===== src/core/dngp_pkg.sv =====
package dngp_pkg;

	localparam int ADDR_W = 16;
	localparam int DATA_W = 32;

	// register indices; byte address is four times the index
	localparam logic [ADDR_W-1:0] IDX_P0_LATCH = 16'h0000;
	localparam logic [ADDR_W-1:0] IDX_P1_LATCH = 16'h0001;
	localparam logic [ADDR_W-1:0] IDX_P0_PIN_READ = 16'h000d;
	localparam logic [ADDR_W-1:0] IDX_P0_DIR = 16'h0f1a;
	localparam logic [ADDR_W-1:0] IDX_P1_DIR = 16'h0f1b;
	localparam logic [ADDR_W-1:0] IDX_P0_PULLUP = 16'h0f27;
	localparam logic [ADDR_W-1:0] IDX_P0_ALT = 16'h0f34;
	localparam logic [ADDR_W-1:0] IDX_P1_CTRL = 16'h0f40;

	localparam logic [3:0] RST_LATCH = 4'h0;
	localparam logic [3:0] RST_DIR = 4'h0;
	localparam logic [3:0] RST_PULLUP = 4'h0;
	localparam logic RST_HF_SEL = 1'h1;
	localparam logic RST_LF_SEL = 1'h0;
	localparam logic RST_P10_PORT = 1'h0;

	localparam int ALT_HF_BIT = 0;
	localparam int ALT_LF_BIT = 2;
	localparam int CTRL_P10_PORT_BIT = 0;

	typedef struct packed {
		logic [3:0] out;
		logic [3:0] oe;
		logic [3:0] pu;
	} dngp_pin_drv_t;

	typedef struct packed {
		logic ext_irq_one_n;
		logic ext_irq_zero_n;
		logic ext_irq_five_n;
		logic ext_rst_n;
	} dngp_p1_alt_t;

endpackage


===== src/core/dngp_top.sv =====
// Decided for this implementation: the Avalon-MM slave port.
`timescale 1ns/1ps
module dngp_top
	import dngp_pkg::*;
(
	input wire logic CLK,
	input wire logic SRST,
	input wire logic CE,
	input wire logic [ADDR_W-1:0] AVS_ADDRESS,
	input wire logic AVS_READ,
	input wire logic AVS_WRITE,
	input wire logic [DATA_W-1:0] AVS_WRITEDATA,
	input wire logic [3:0] AVS_BYTEENABLE,
	output logic [DATA_W-1:0] AVS_READDATA,
	output logic AVS_WAITREQUEST,
	input wire logic HF_OSC_ENABLE,
	input wire logic [3:0] P0_IN,
	input wire logic [3:0] P1_IN,
	output dngp_pin_drv_t P0_DRV,
	output dngp_pin_drv_t P1_DRV,
	output logic HF_OSC_INPUT_SELECT,
	output logic LF_OSC_INPUT_SELECT,
	output dngp_p1_alt_t P1_ALT,
	output logic SYSCLK_FACTOR_RST
);

	logic [3:0] port0_output_latch;
	logic [3:0] port1_output_latch;
	logic [3:0] port0_direction;
	logic [3:0] port1_direction;
	logic [3:0] port0_pullup_enable;
	logic hf_osc_input_select;
	logic lf_osc_input_select;
	logic p10_port_mode;
	logic ack;
	logic [3:0] p0_meta;
	logic [3:0] p0_sync;
	logic [3:0] p1_meta;
	logic [3:0] p1_sync;

	// bus decode
	wire req = AVS_READ | AVS_WRITE;
	wire take = req & ack & CE;
	wire wr_low = take & AVS_WRITE & AVS_BYTEENABLE[0];
	wire [ADDR_W-1:0] idx = {2'h0, AVS_ADDRESS[ADDR_W-1:2]};
	wire aligned = AVS_ADDRESS[1:0] == 2'h0;
	wire hit_p0_latch = aligned & (idx == IDX_P0_LATCH);
	wire hit_p1_latch = aligned & (idx == IDX_P1_LATCH);
	wire hit_p0_pin = aligned & (idx == IDX_P0_PIN_READ);
	wire hit_p0_dir = aligned & (idx == IDX_P0_DIR);
	wire hit_p1_dir = aligned & (idx == IDX_P1_DIR);
	wire hit_p0_pu = aligned & (idx == IDX_P0_PULLUP);
	wire hit_p0_alt = aligned & (idx == IDX_P0_ALT);
	wire hit_p1_ctrl = aligned & (idx == IDX_P1_CTRL);

	// one wait cycle, then the answer
	assign AVS_WAITREQUEST = req & ~ack;

	wire [3:0] wd = AVS_WRITEDATA[3:0];

	// pin read gating per oscillator pair
	wire [3:0] p0_alt_mask = {{2{lf_osc_input_select}},
		{2{hf_osc_input_select}}};
	wire [3:0] p0_pin_read = p0_sync & ~port0_direction & ~p0_alt_mask;

	wire [7:0] p0_alt_val = {5'h00, lf_osc_input_select, 1'b0,
		hf_osc_input_select};

	// bits 7..4 and unused bits read as zero
	wire [7:0] rd_mux =
		hit_p0_latch ? {4'h0, port0_output_latch} :
		hit_p1_latch ? {4'h0, port1_output_latch} :
		hit_p0_pin ? {4'h0, p0_pin_read} :
		hit_p0_dir ? {4'h0, port0_direction} :
		hit_p1_dir ? {4'h0, port1_direction} :
		hit_p0_pu ? {4'h0, port0_pullup_enable} :
		hit_p0_alt ? p0_alt_val :
		hit_p1_ctrl ? {7'h00, p10_port_mode} :
		8'h00;

	// leaving hf input select with hf enabled trips a clock reset
	wire next_sysclk_rst = wr_low & hit_p0_alt & HF_OSC_ENABLE &
		hf_osc_input_select & ~wd[ALT_HF_BIT];

	always_ff @(posedge CLK) begin
		if (SRST) begin
			ack <= 1'b0;
			AVS_READDATA <= '0;
			SYSCLK_FACTOR_RST <= 1'b0;
		end else if (CE) begin
			ack <= req & ~ack;
			SYSCLK_FACTOR_RST <= next_sysclk_rst;
			if (req & ~ack) begin
				AVS_READDATA <= {24'h000000, rd_mux};
			end
		end
	end

	// only the writable low bits are stored
	always_ff @(posedge CLK) begin
		if (SRST) begin
			port0_output_latch <= RST_LATCH;
			port1_output_latch <= RST_LATCH;
			port0_direction <= RST_DIR;
			port1_direction <= RST_DIR;
			port0_pullup_enable <= RST_PULLUP;
		end else if (wr_low) begin
			if (hit_p0_latch) begin
				port0_output_latch <= wd;
			end
			if (hit_p1_latch) begin
				port1_output_latch <= wd;
			end
			if (hit_p0_dir) begin
				port0_direction <= wd;
			end
			if (hit_p1_dir) begin
				port1_direction <= wd;
			end
			if (hit_p0_pu) begin
				port0_pullup_enable <= wd;
			end
		end
	end

	always_ff @(posedge CLK) begin
		if (SRST) begin
			hf_osc_input_select <= RST_HF_SEL;
			lf_osc_input_select <= RST_LF_SEL;
			p10_port_mode <= RST_P10_PORT;
		end else if (wr_low) begin
			if (hit_p0_alt) begin
				hf_osc_input_select <= wd[ALT_HF_BIT];
				lf_osc_input_select <= wd[ALT_LF_BIT];
			end
			if (hit_p1_ctrl) begin
				p10_port_mode <= wd[CTRL_P10_PORT_BIT];
			end
		end
	end

	// pins are asynchronous to CLK
	always_ff @(posedge CLK) begin
		if (SRST) begin
			p0_meta <= 4'h0;
			p0_sync <= 4'h0;
			p1_meta <= 4'h0;
			p1_sync <= 4'h0;
		end else if (CE) begin
			p0_meta <= P0_IN;
			p0_sync <= p0_meta;
			p1_meta <= P1_IN;
			p1_sync <= p1_meta;
		end
	end

	// port0 drive; oscillator pins are never driven as ports
	wire [3:0] p0_oe = port0_direction & ~p0_alt_mask;
	assign P0_DRV.out = port0_output_latch;
	assign P0_DRV.oe = p0_oe;
	assign P0_DRV.pu = port0_pullup_enable & ~port0_direction;
	assign HF_OSC_INPUT_SELECT = hf_osc_input_select;
	assign LF_OSC_INPUT_SELECT = lf_osc_input_select;

	// port1 drive; bit0 stays an input while it is the reset pin
	wire p1_rst_pin = ~p10_port_mode;
	assign P1_DRV.out = port1_output_latch;
	assign P1_DRV.oe = port1_direction & {3'h7, ~p1_rst_pin};
	// no pull-up register for port1 here
	assign P1_DRV.pu = 4'h0;

	// irq inputs idle high while the bit is an output; ext_rst_n idles high while bit0 is in port mode
	wire [3:0] p1_in_mode = ~port1_direction;
	assign P1_ALT.ext_irq_one_n = p1_sync[3] | ~p1_in_mode[3];
	assign P1_ALT.ext_irq_zero_n = p1_sync[2] | ~p1_in_mode[2];
	assign P1_ALT.ext_irq_five_n = p1_sync[1] | ~p1_in_mode[1];
	assign P1_ALT.ext_rst_n = p1_sync[0] | ~p1_rst_pin;

endmodule


===== config.mk =====
export PLATFORM = sky130hd
export DESIGN_NAME = dngp_top
export DESIGN_NICKNAME = d
export VERILOG_FILES = /design/src/core/dngp_pkg.sv /design/src/core/dngp_top.sv
export SDC_FILE = /design/constraint.sdc
export NUM_CORES = 1
export LEC_CHECK = 0
export BUFFER_PORTS_ARGS = -buffer_cell sky130_fd_sc_hd__buf_2
export CORE_ASPECT_RATIO = 1.1
export CORE_UTILIZATION = 30
export CTS_CLUSTER_DIAMETER = 50
export DETAILED_ROUTE_END_ITERATION = 10
export SETUP_SLACK_MARGIN = 0.15
export SYNTH_ARGS = -nofsm -noshare
export SYNTH_HDL_FRONTEND = slang
export SYNTH_SLANG_ARGS = --single-unit

===== constraint.sdc =====
create_clock -name CLK -period 4.7 [get_ports CLK]
set_clock_uncertainty 0.05 [all_clocks]
set_input_delay 0.94 -clock CLK [delete_from_list [all_inputs] [get_ports CLK]]
set_output_delay 0.94 -clock CLK [all_outputs]
set_load 0.05 [all_outputs]

==> metrics.md, run 1 <==
| Metric | Value |
|---|---|
| Initial antenna violation count | `0` |
| Worst slew pin tran | `~0.83 ns` |
| First-pass GRT wire length | `around 9400 µm` |
| Num rows | `34` |
| Post-CTS Setup Bufs | `0` |
| Dominant cell type by area after synthesis | `dfxtp_1` |
| Clk pwr share | `39.0%` |
| Design Area, Final | `2900 µm²` |
| Total global-route track usage | `between 10% and 20%` |
| CTS tree | `done` |
| Count leader, synth | `nor2_1` |
| Met3 wire len | `363 µm` |
| Initial Util | `just over 30%` |
| Num Clock Sinks | `45` |
| Mapped Area | `between 2000 and 2500 µm²` |
| Worst R2R Setup Slack | `2.59 ns` |
| Worst EP required | `4.79 ns` |
| Net count, final | `406` |
| Cts hold-fix bufs | `0` |
| Worst hold path type | `reg -> reg` |
| Placed cell area | `2760 µm²` |
| Global route total overflow | `0` |
| Routed Antenna Nets | `0` |
| ANT cells | `0` |
| Placed insts | `441` |
| Area grow syn2layout | `16.3%` |
| Slew Limit Fails | `0` |
| Seq pwr share | `45.1%` |
| Post-synth top area share | `36.2%` |
| Comb pwr share | `between 10% and 20%` |
| Die Ht | `97.6 µm` |
| Internal | `approximately 630 µW` |
| Final setup violation count | `0` |
| First-pass DRT Iterations | `4` |
| Reg2reg end | `port0_output_latch[3]$_SDFFE_PP0P_` |
| Fmax | `345 MHz` |
| Post-synth cell types | `43` |
| DR WL/cell | `13.3 µm` |
| CTS buffer count | `5` |
| Fin Setup TNS | `0 ns` |
| Full die area | `just under 9000 µm²` |
| WHS Endpoint | `SYSCLK_FACTOR_RST$_SDFFE_PP0P_` |
| Sw Ratio | `27.9%` |
| Final min period | `2.90 ns` |
| Synth Flop Type | `dfxtp_1` |
| Max-Cap Viols | `0` |
| DRC violations left | `0` |
| Post-route insts no fill | `449` |
| Die W | `around 89 µm` |
| Synth warnings | `0` |
| Top cells by count, synth | `nor2_1 (49), dfxtp_1 (45), mux2i_1 (42)` |
| Final Hold Fails | `0` |
| I/O pin cnt | `130` |
| Mean Syn Cell Area | `8.90 µm²` |
| Via count | `2097` |
| Seq/Total Area, Yosys | `36.2%` |
| Worst R2R Path Depth | `5` |
| Setup crit end kind | `flip-flop` |
| Clock Latency Late Sink | `0.30 ns` |
| Post-DP HPWL | `4550 µm` |
| Slew HR | `44.7%` |
| Leakage Power | `0.00133 µW` |
| Root Buffer Master | `clkbuf_8` |
| Critical path type | `in -> reg` |
| H-tree levels | `2` |
| VDD IR max | `around 0.00018 V` |
| Layout cells sized above 1 | `a little over a quarter` |
| Clk buf depth | `2` |
| Final core occ | `36.2%` |
| Hold depth | `2` |
| Pwr/cell area | `303 nW/µm²` |
| Global placement routability congestion | `0.797` |
| Core Box Area | `8000 µm²` |
| PortBufs | `66` |
| Startpoint types | `input pin` |
| Clk slew on worst S/H paths | `around 0.090 ns` |
| Critical path arrival | `2.99 ns` |
| Routed WL | `approximately 6000 µm` |
| R2r startpoint | `ack$_SDFFE_PP0P_` |
| Initial drt markers | `83` |
| RSZ-0062 raised after global routing | `no` |
| Top sig layer | `met4` |
| Vias in the first global route | `1789` |
| Post-Route M1 WL | `2750 µm` |
| Hold path start | `SYSCLK_FACTOR_RST$_SDFFE_PP0P_` |
| Async S/R FF share, synth | `0%` |
| Post-Synthesis Cells | `280` |
| Vias/cell | `4.67` |
| PnR worst setup slack | `roughly 1.8 ns` |
| Largest net degree at the start of global routing | `47` |
| Status | `completed` |
| Met2 WL | `2800 µm` |
| CP max FO | `18` |
| Synth area leaders | `dfxtp_1 (36%), mux2i_1 (17%), buf_4 (11%), nor2_1 (7.4%), nor2b_1 (2.3%)` |
| Post-synthesis sequential element count | `45` |
| Final period utilization | `61.8%` |
| Psw | `245 µW` |
| Post-cts resize count | `0` |
| Worst Setup Slack post-DPL | `1.50 ns` |
| Post-synth EDFFs | `0` |
## flip-flops by register name, summed over array words and instances, names as in the netlist
name                 cells
port1_output_latch       4
LF_OSC_INPUT_SELECT      1
p0_sync                  4
ack                      1
port0_direction          4
port0_pullup_enable      4
port1_direction          4
p1_sync                  4
SYSCLK_FACTOR_RST        1
port0_output_latch       4
HF_OSC_INPUT_SELECT      1
p1_meta                  4
p10_port_mode            1
AVS_READDATA             4
p0_meta                  4
## routing by layer
| metal | vias up | GRT usage (%) |
|---|---|---|
| met5 | - | 0 |
| met3 | 7 | 2.97 |
| met4 | 0 | 3.47 |
| met2 | 77 | 22.5 |
| met1 | 977 | 19.5 |
| li1 | 1036 | - |
## layout by cell type (no fill, tap or decap), drive strengths merged
master	n
nor4	7
and2b	1
o31ai	2
nand3	6
and3b	1
or2	5
a211oi	2
dfxtp	45
nand4	6
and4	1
buf	67
and2	3
mux2i	42
conb	32
nor4b	1
clkinv	1
a21oi	10
inv	4
nand3b	3
and3	2
nand2b	1
nor2	49
a211o	1
a311o	3
nand2	7
or4	3
a22oi	1
a311oi	1
nand4b	2
nor2b	9
nor3b	2
clkbuf	5
nor3	12
a31oi	2
bufinv	2
## metrics by stage
| step | power (µW) | hold WS [ns] |
|---|---|---|
| 5_1_grt | 912 | 0.447 |
| 6_report | 877 | 0.414 |
| 3_5_place_dp | 544 | 0.410 |
| 4_1_cts | 886 | 0.423 |
| 3_3_place_gp | 543 | 0.402 |
| 2_1_floorplan | 535 | 0.402 |
## power groups by stage
stage	logic, µW	clock network [µW]	registers [µW]
final	140	342	395
after global placement	140	0	404
after detailed placement	140	0	404
after floorplan	126	0	409
after CTS	141	350	395
after global routing	151	364	397
## critical path, cell delays in order
cell and delay (ns):
buf_2 0.42, nand4_1 0.61, nor2_1 0.50, nand4_1 0.27, nand2_1 0.17, a21oi_1 0.08
## cells by family (layout without fill, tap and decap cells)
logic type,Yosys count,count (layout),share of synthesized area [%]
compound gates,22,22,5.93
buf+inv,49,79,13.3
flops,45,45,36.2
mux,42,42,16.9
other cells,1,32,0.151
simple gates,121,121,27.6
## area by class of cell
| cell class | instances | area, µm² |
|---|---|---|
| fill | 874 | 5100 |
| multi-input combinational | 217 | 1380 |
| sequential | 45 | 901 |
| timing repair buffer | 67 | 338 |
| tap | 108 | 135 |
| clock buffer | 5 | 68.8 |
| clock inverter | 3 | 65.1 |
| inverter | 4 | 15.0 |
## worst max path at each step
stage                          from  depth (start not counted)                                  to
after global placement           CE                          6  port0_output_latch[1]$_SDFFE_PP0P_
after global routing             CE                          6  port0_output_latch[3]$_SDFFE_PP0P_
final                            CE                          6  port0_output_latch[3]$_SDFFE_PP0P_
after CTS                        CE                          6  port0_output_latch[3]$_SDFFE_PP0P_
after floorplan           AVS_WRITE                          2                     AVS_WAITREQUEST
after detailed placement         CE                          6  port0_output_latch[3]$_SDFFE_PP0P_
Power figures use the tool's default switching activity.
==> run 2, diff against run 1 <==
Settings changed: ABC_AREA set to 1.
Clock period 4.7 ns to 2.8 ns, I/O delays scaled along.
==> metrics.md, run 2 <==
| Metric | Value |
|---|---|
| Post-synthesis sequential element count | `45` |
| Worst R2R Path Depth | `5` |
| DR WL/cell | `around 12 µm` |
| Post-cts resize count | `0` |
| Cts hold-fix bufs | `0` |
| Post-CTS Setup Bufs | `0` |
| Num rows | `34` |
| Vias in the first global route | `2207` |
| Synth warnings | `0` |
| Post-synth top area share | `36.6%` |
| Status | `completed` |
| Async S/R FF share, synth | `0%` |
| Setup crit end kind | `flip-flop` |
| Layout cells sized above 1 | `22.4%` |
| Leakage Power | `roughly 0.0013 µW` |
| Design Area, Final | `2860 µm²` |
| Startpoint types | `input pin` |
| Fill cell count | `around 900` |
| Count leader, synth | `nor2_1` |
| Worst slew pin tran | `0.644 ns` |
| Die Ht | `97.0 µm` |
| Worst R2R Setup Slack | `roughly 1.0 ns` |
| Post-synth cell types | `29` |
| H-tree levels | `2` |
| Slew Limit Fails | `0` |
| Core Box Area | `7910 µm²` |
| FF/Latch Area | `901 µm²` |
| Multi-input logic area | `1230 µm²` |
| Final setup violation count | `0` |
| Mapped Area | `between 2000 and 2500 µm²` |
| Global route total overflow | `0` |
| PnR worst setup slack | `approximately 0.81 ns` |
| Vias/cell | `4.51` |
| Max-Cap Viols | `0` |
| Reg2reg end | `port0_direction[3]$_SDFFE_PP0P_` |
| Fmax | `503 MHz` |
| Seq/Total Area, Yosys | `36.6%` |
| Mean Syn Cell Area | `between 6 and 7 µm²` |
| Critical path arrival | `2.12 ns` |
| CP Launch Point | `CE` |
| Clock Latency Late Sink | `0.30 ns` |
| Area grow syn2layout | `16.4%` |
| Fin Setup TNS | `0 ns` |
| Placed cell area | `around 2800 µm²` |
| First-pass GRT wire length | `10200 µm` |
| Clk buf depth | `2` |
| Top cells by count, synth | `nor2_1 (64), dfxtp_1 (45), o21ai_0 (38)` |
| CP max FO | `19` |
| Worst EP required | `2.93 ns` |
| Worst hold path type | `reg -> reg` |
| Total global-route track usage | `15.1%` |
| Commonest non-fill, non-tap cell in the layout | `buf_2` |
| Largest net degree at the start of global routing | `25` |
| ANT cells | `0` |
| DRC violations left | `0` |
| CTS buffer count | `5` |
| Routed WL | `roughly 6300 µm` |
| Critical path type | `in -> reg` |
| First-pass DRT Iterations | `4` |
| Post-layout total power | `approximately 1300 µW` |
| Pwr/cell area | `470 nW/µm²` |
| Dominant cell type by area after synthesis | `dfxtp_1` |
| I/O pin cnt | `130` |
| Root Buffer Master | `clkbuf_8` |
| PortBufs | `66` |
| Final period utilization | `71.0%` |
| Post-synth EDFFs | `0` |
| Full die area | `8570 µm²` |
| Via count | `between 2000 and 2500` |
| Num Clock Sinks | `45` |
| Commonest non-fill, non-tap cells in the layout | `buf_2 (66), nor2_1 (64), dfxtp_1 (45)` |
| Synth area leaders | `dfxtp_1 (37%), buf_4 (11%), nor2_1 (9.8%), o21ai_0 (7.7%), inv_1 (5.6%)` |
| Synth Flop Type | `dfxtp_1` |
| Initial drt markers | `96` |
| Initial antenna violation count | `0` |
| Post-Synthesis Cells | `356` |
| Final Hold Fails | `0` |
| CTS tree | `done` |
| Slew HR | `57.0%` |
| Net count, final | `about 490` |
| Routed Antenna Nets | `0` |
| Post-DP HPWL | `about 5000 µm` |
| RSZ-0062 raised after global routing | `no` |
| Worst Setup EP | `port0_direction[3]$_SDFFE_PP0P_` |
| R2r startpoint | `ack$_SDFFE_PP0P_` |
| Worst Setup Slack post-DPL | `0.510 ns` |
| Final min period | `1.99 ns` |
| Global placement routability congestion | `between 0.8 and 0.9` |
| VDD IR max | `0.000418 V` |
| Die W | `between 80 and 90 µm` |
| Clk slew on worst S/H paths | `~0.080 ns` |
| Initial Util | `31.1%` |
==> run 2: stage by stage <==
stage | hold WS [ns] | util (%) | cells
global route | 0.443 | 36.2 | 528
global placement | 0.401 | 34.9 | 520
CTS | 0.420 | 36.2 | 528
floorplan | 0.385 | - | 387
detailed placement | 0.407 | 34.9 | 520
finish | 0.416 | 36.2 | 528
==> run 2: worst min path at each step <==
stage	start	end	slack [ns]	cells past startpoint
after global routing	P0_IN[0]	p0_meta[0]$_SDFFE_PP0P_	0.44	3
after CTS	AVS_READDATA[0]$_SDFFE_PP0P_	AVS_READDATA[0]$_SDFFE_PP0P_	0.42	2
after global placement	port1_output_latch[0]$_SDFFE_PP0P_	port1_output_latch[0]$_SDFFE_PP0P_	0.40	2
after floorplan	p0_sync[0]$_SDFFE_PP0P_	p0_sync[0]$_SDFFE_PP0P_	0.38	2
after detailed placement	AVS_READDATA[0]$_SDFFE_PP0P_	AVS_READDATA[0]$_SDFFE_PP0P_	0.41	2
final	AVS_READDATA[1]$_SDFFE_PP0P_	AVS_READDATA[1]$_SDFFE_PP0P_	0.42	2
==> run 2: metal layers <==
metal / vias up / track usage, % / share of wire (%)
met5: - / 0 / 0
met4: 0 / 4.96 / 2.0
met3: 11 / 2.73 / 4.8
met2: 78 / 24.9 / 47
met1: 1068 / 19.5 / 46
li1: 1223 / - / -
==> run 2: report_power, final <==
| group | total, µW | switching [µW] | internal, µW |
|---|---|---|---|
| Clock | 437 | 214 | 223 |
| Sequential | 667 | 8.96 | 658 |
| Combinational | 240 | 194 | 46.3 |
| Total | 1340 | 417 | 927 |
==> run 2: kinds of logic after synthesis <==
family                 count (synthesis)  share of synthesized area [%]
other                                  1                          0.152
AO/OA/AOI/OAI                         68                           14.2
buffers and inverters                 83                           18.2
AND/OR/NAND/NOR                      159                           30.8
flip-flops                            45                           36.6
==> run 2: area by class of cell <==
type / count / share of cell area [%]
clock buffers: 7 / 3.37
clock inverters: 1 / 0.175
inverters: 40 / 5.33
repair buffers: 68 / 12.1
multi-input cells: 259 / 42.9
well taps: 108 / 4.72
flip-flops and latches: 45 / 31.5
==> run 2: worst max-delay path: stages <==
cell and delay (ns):
buf_2 0.26, nand4_1 0.33, inv_1 0.33, nand3_1 0.32, o21ai_0 0.26, a21oi_1 0.06
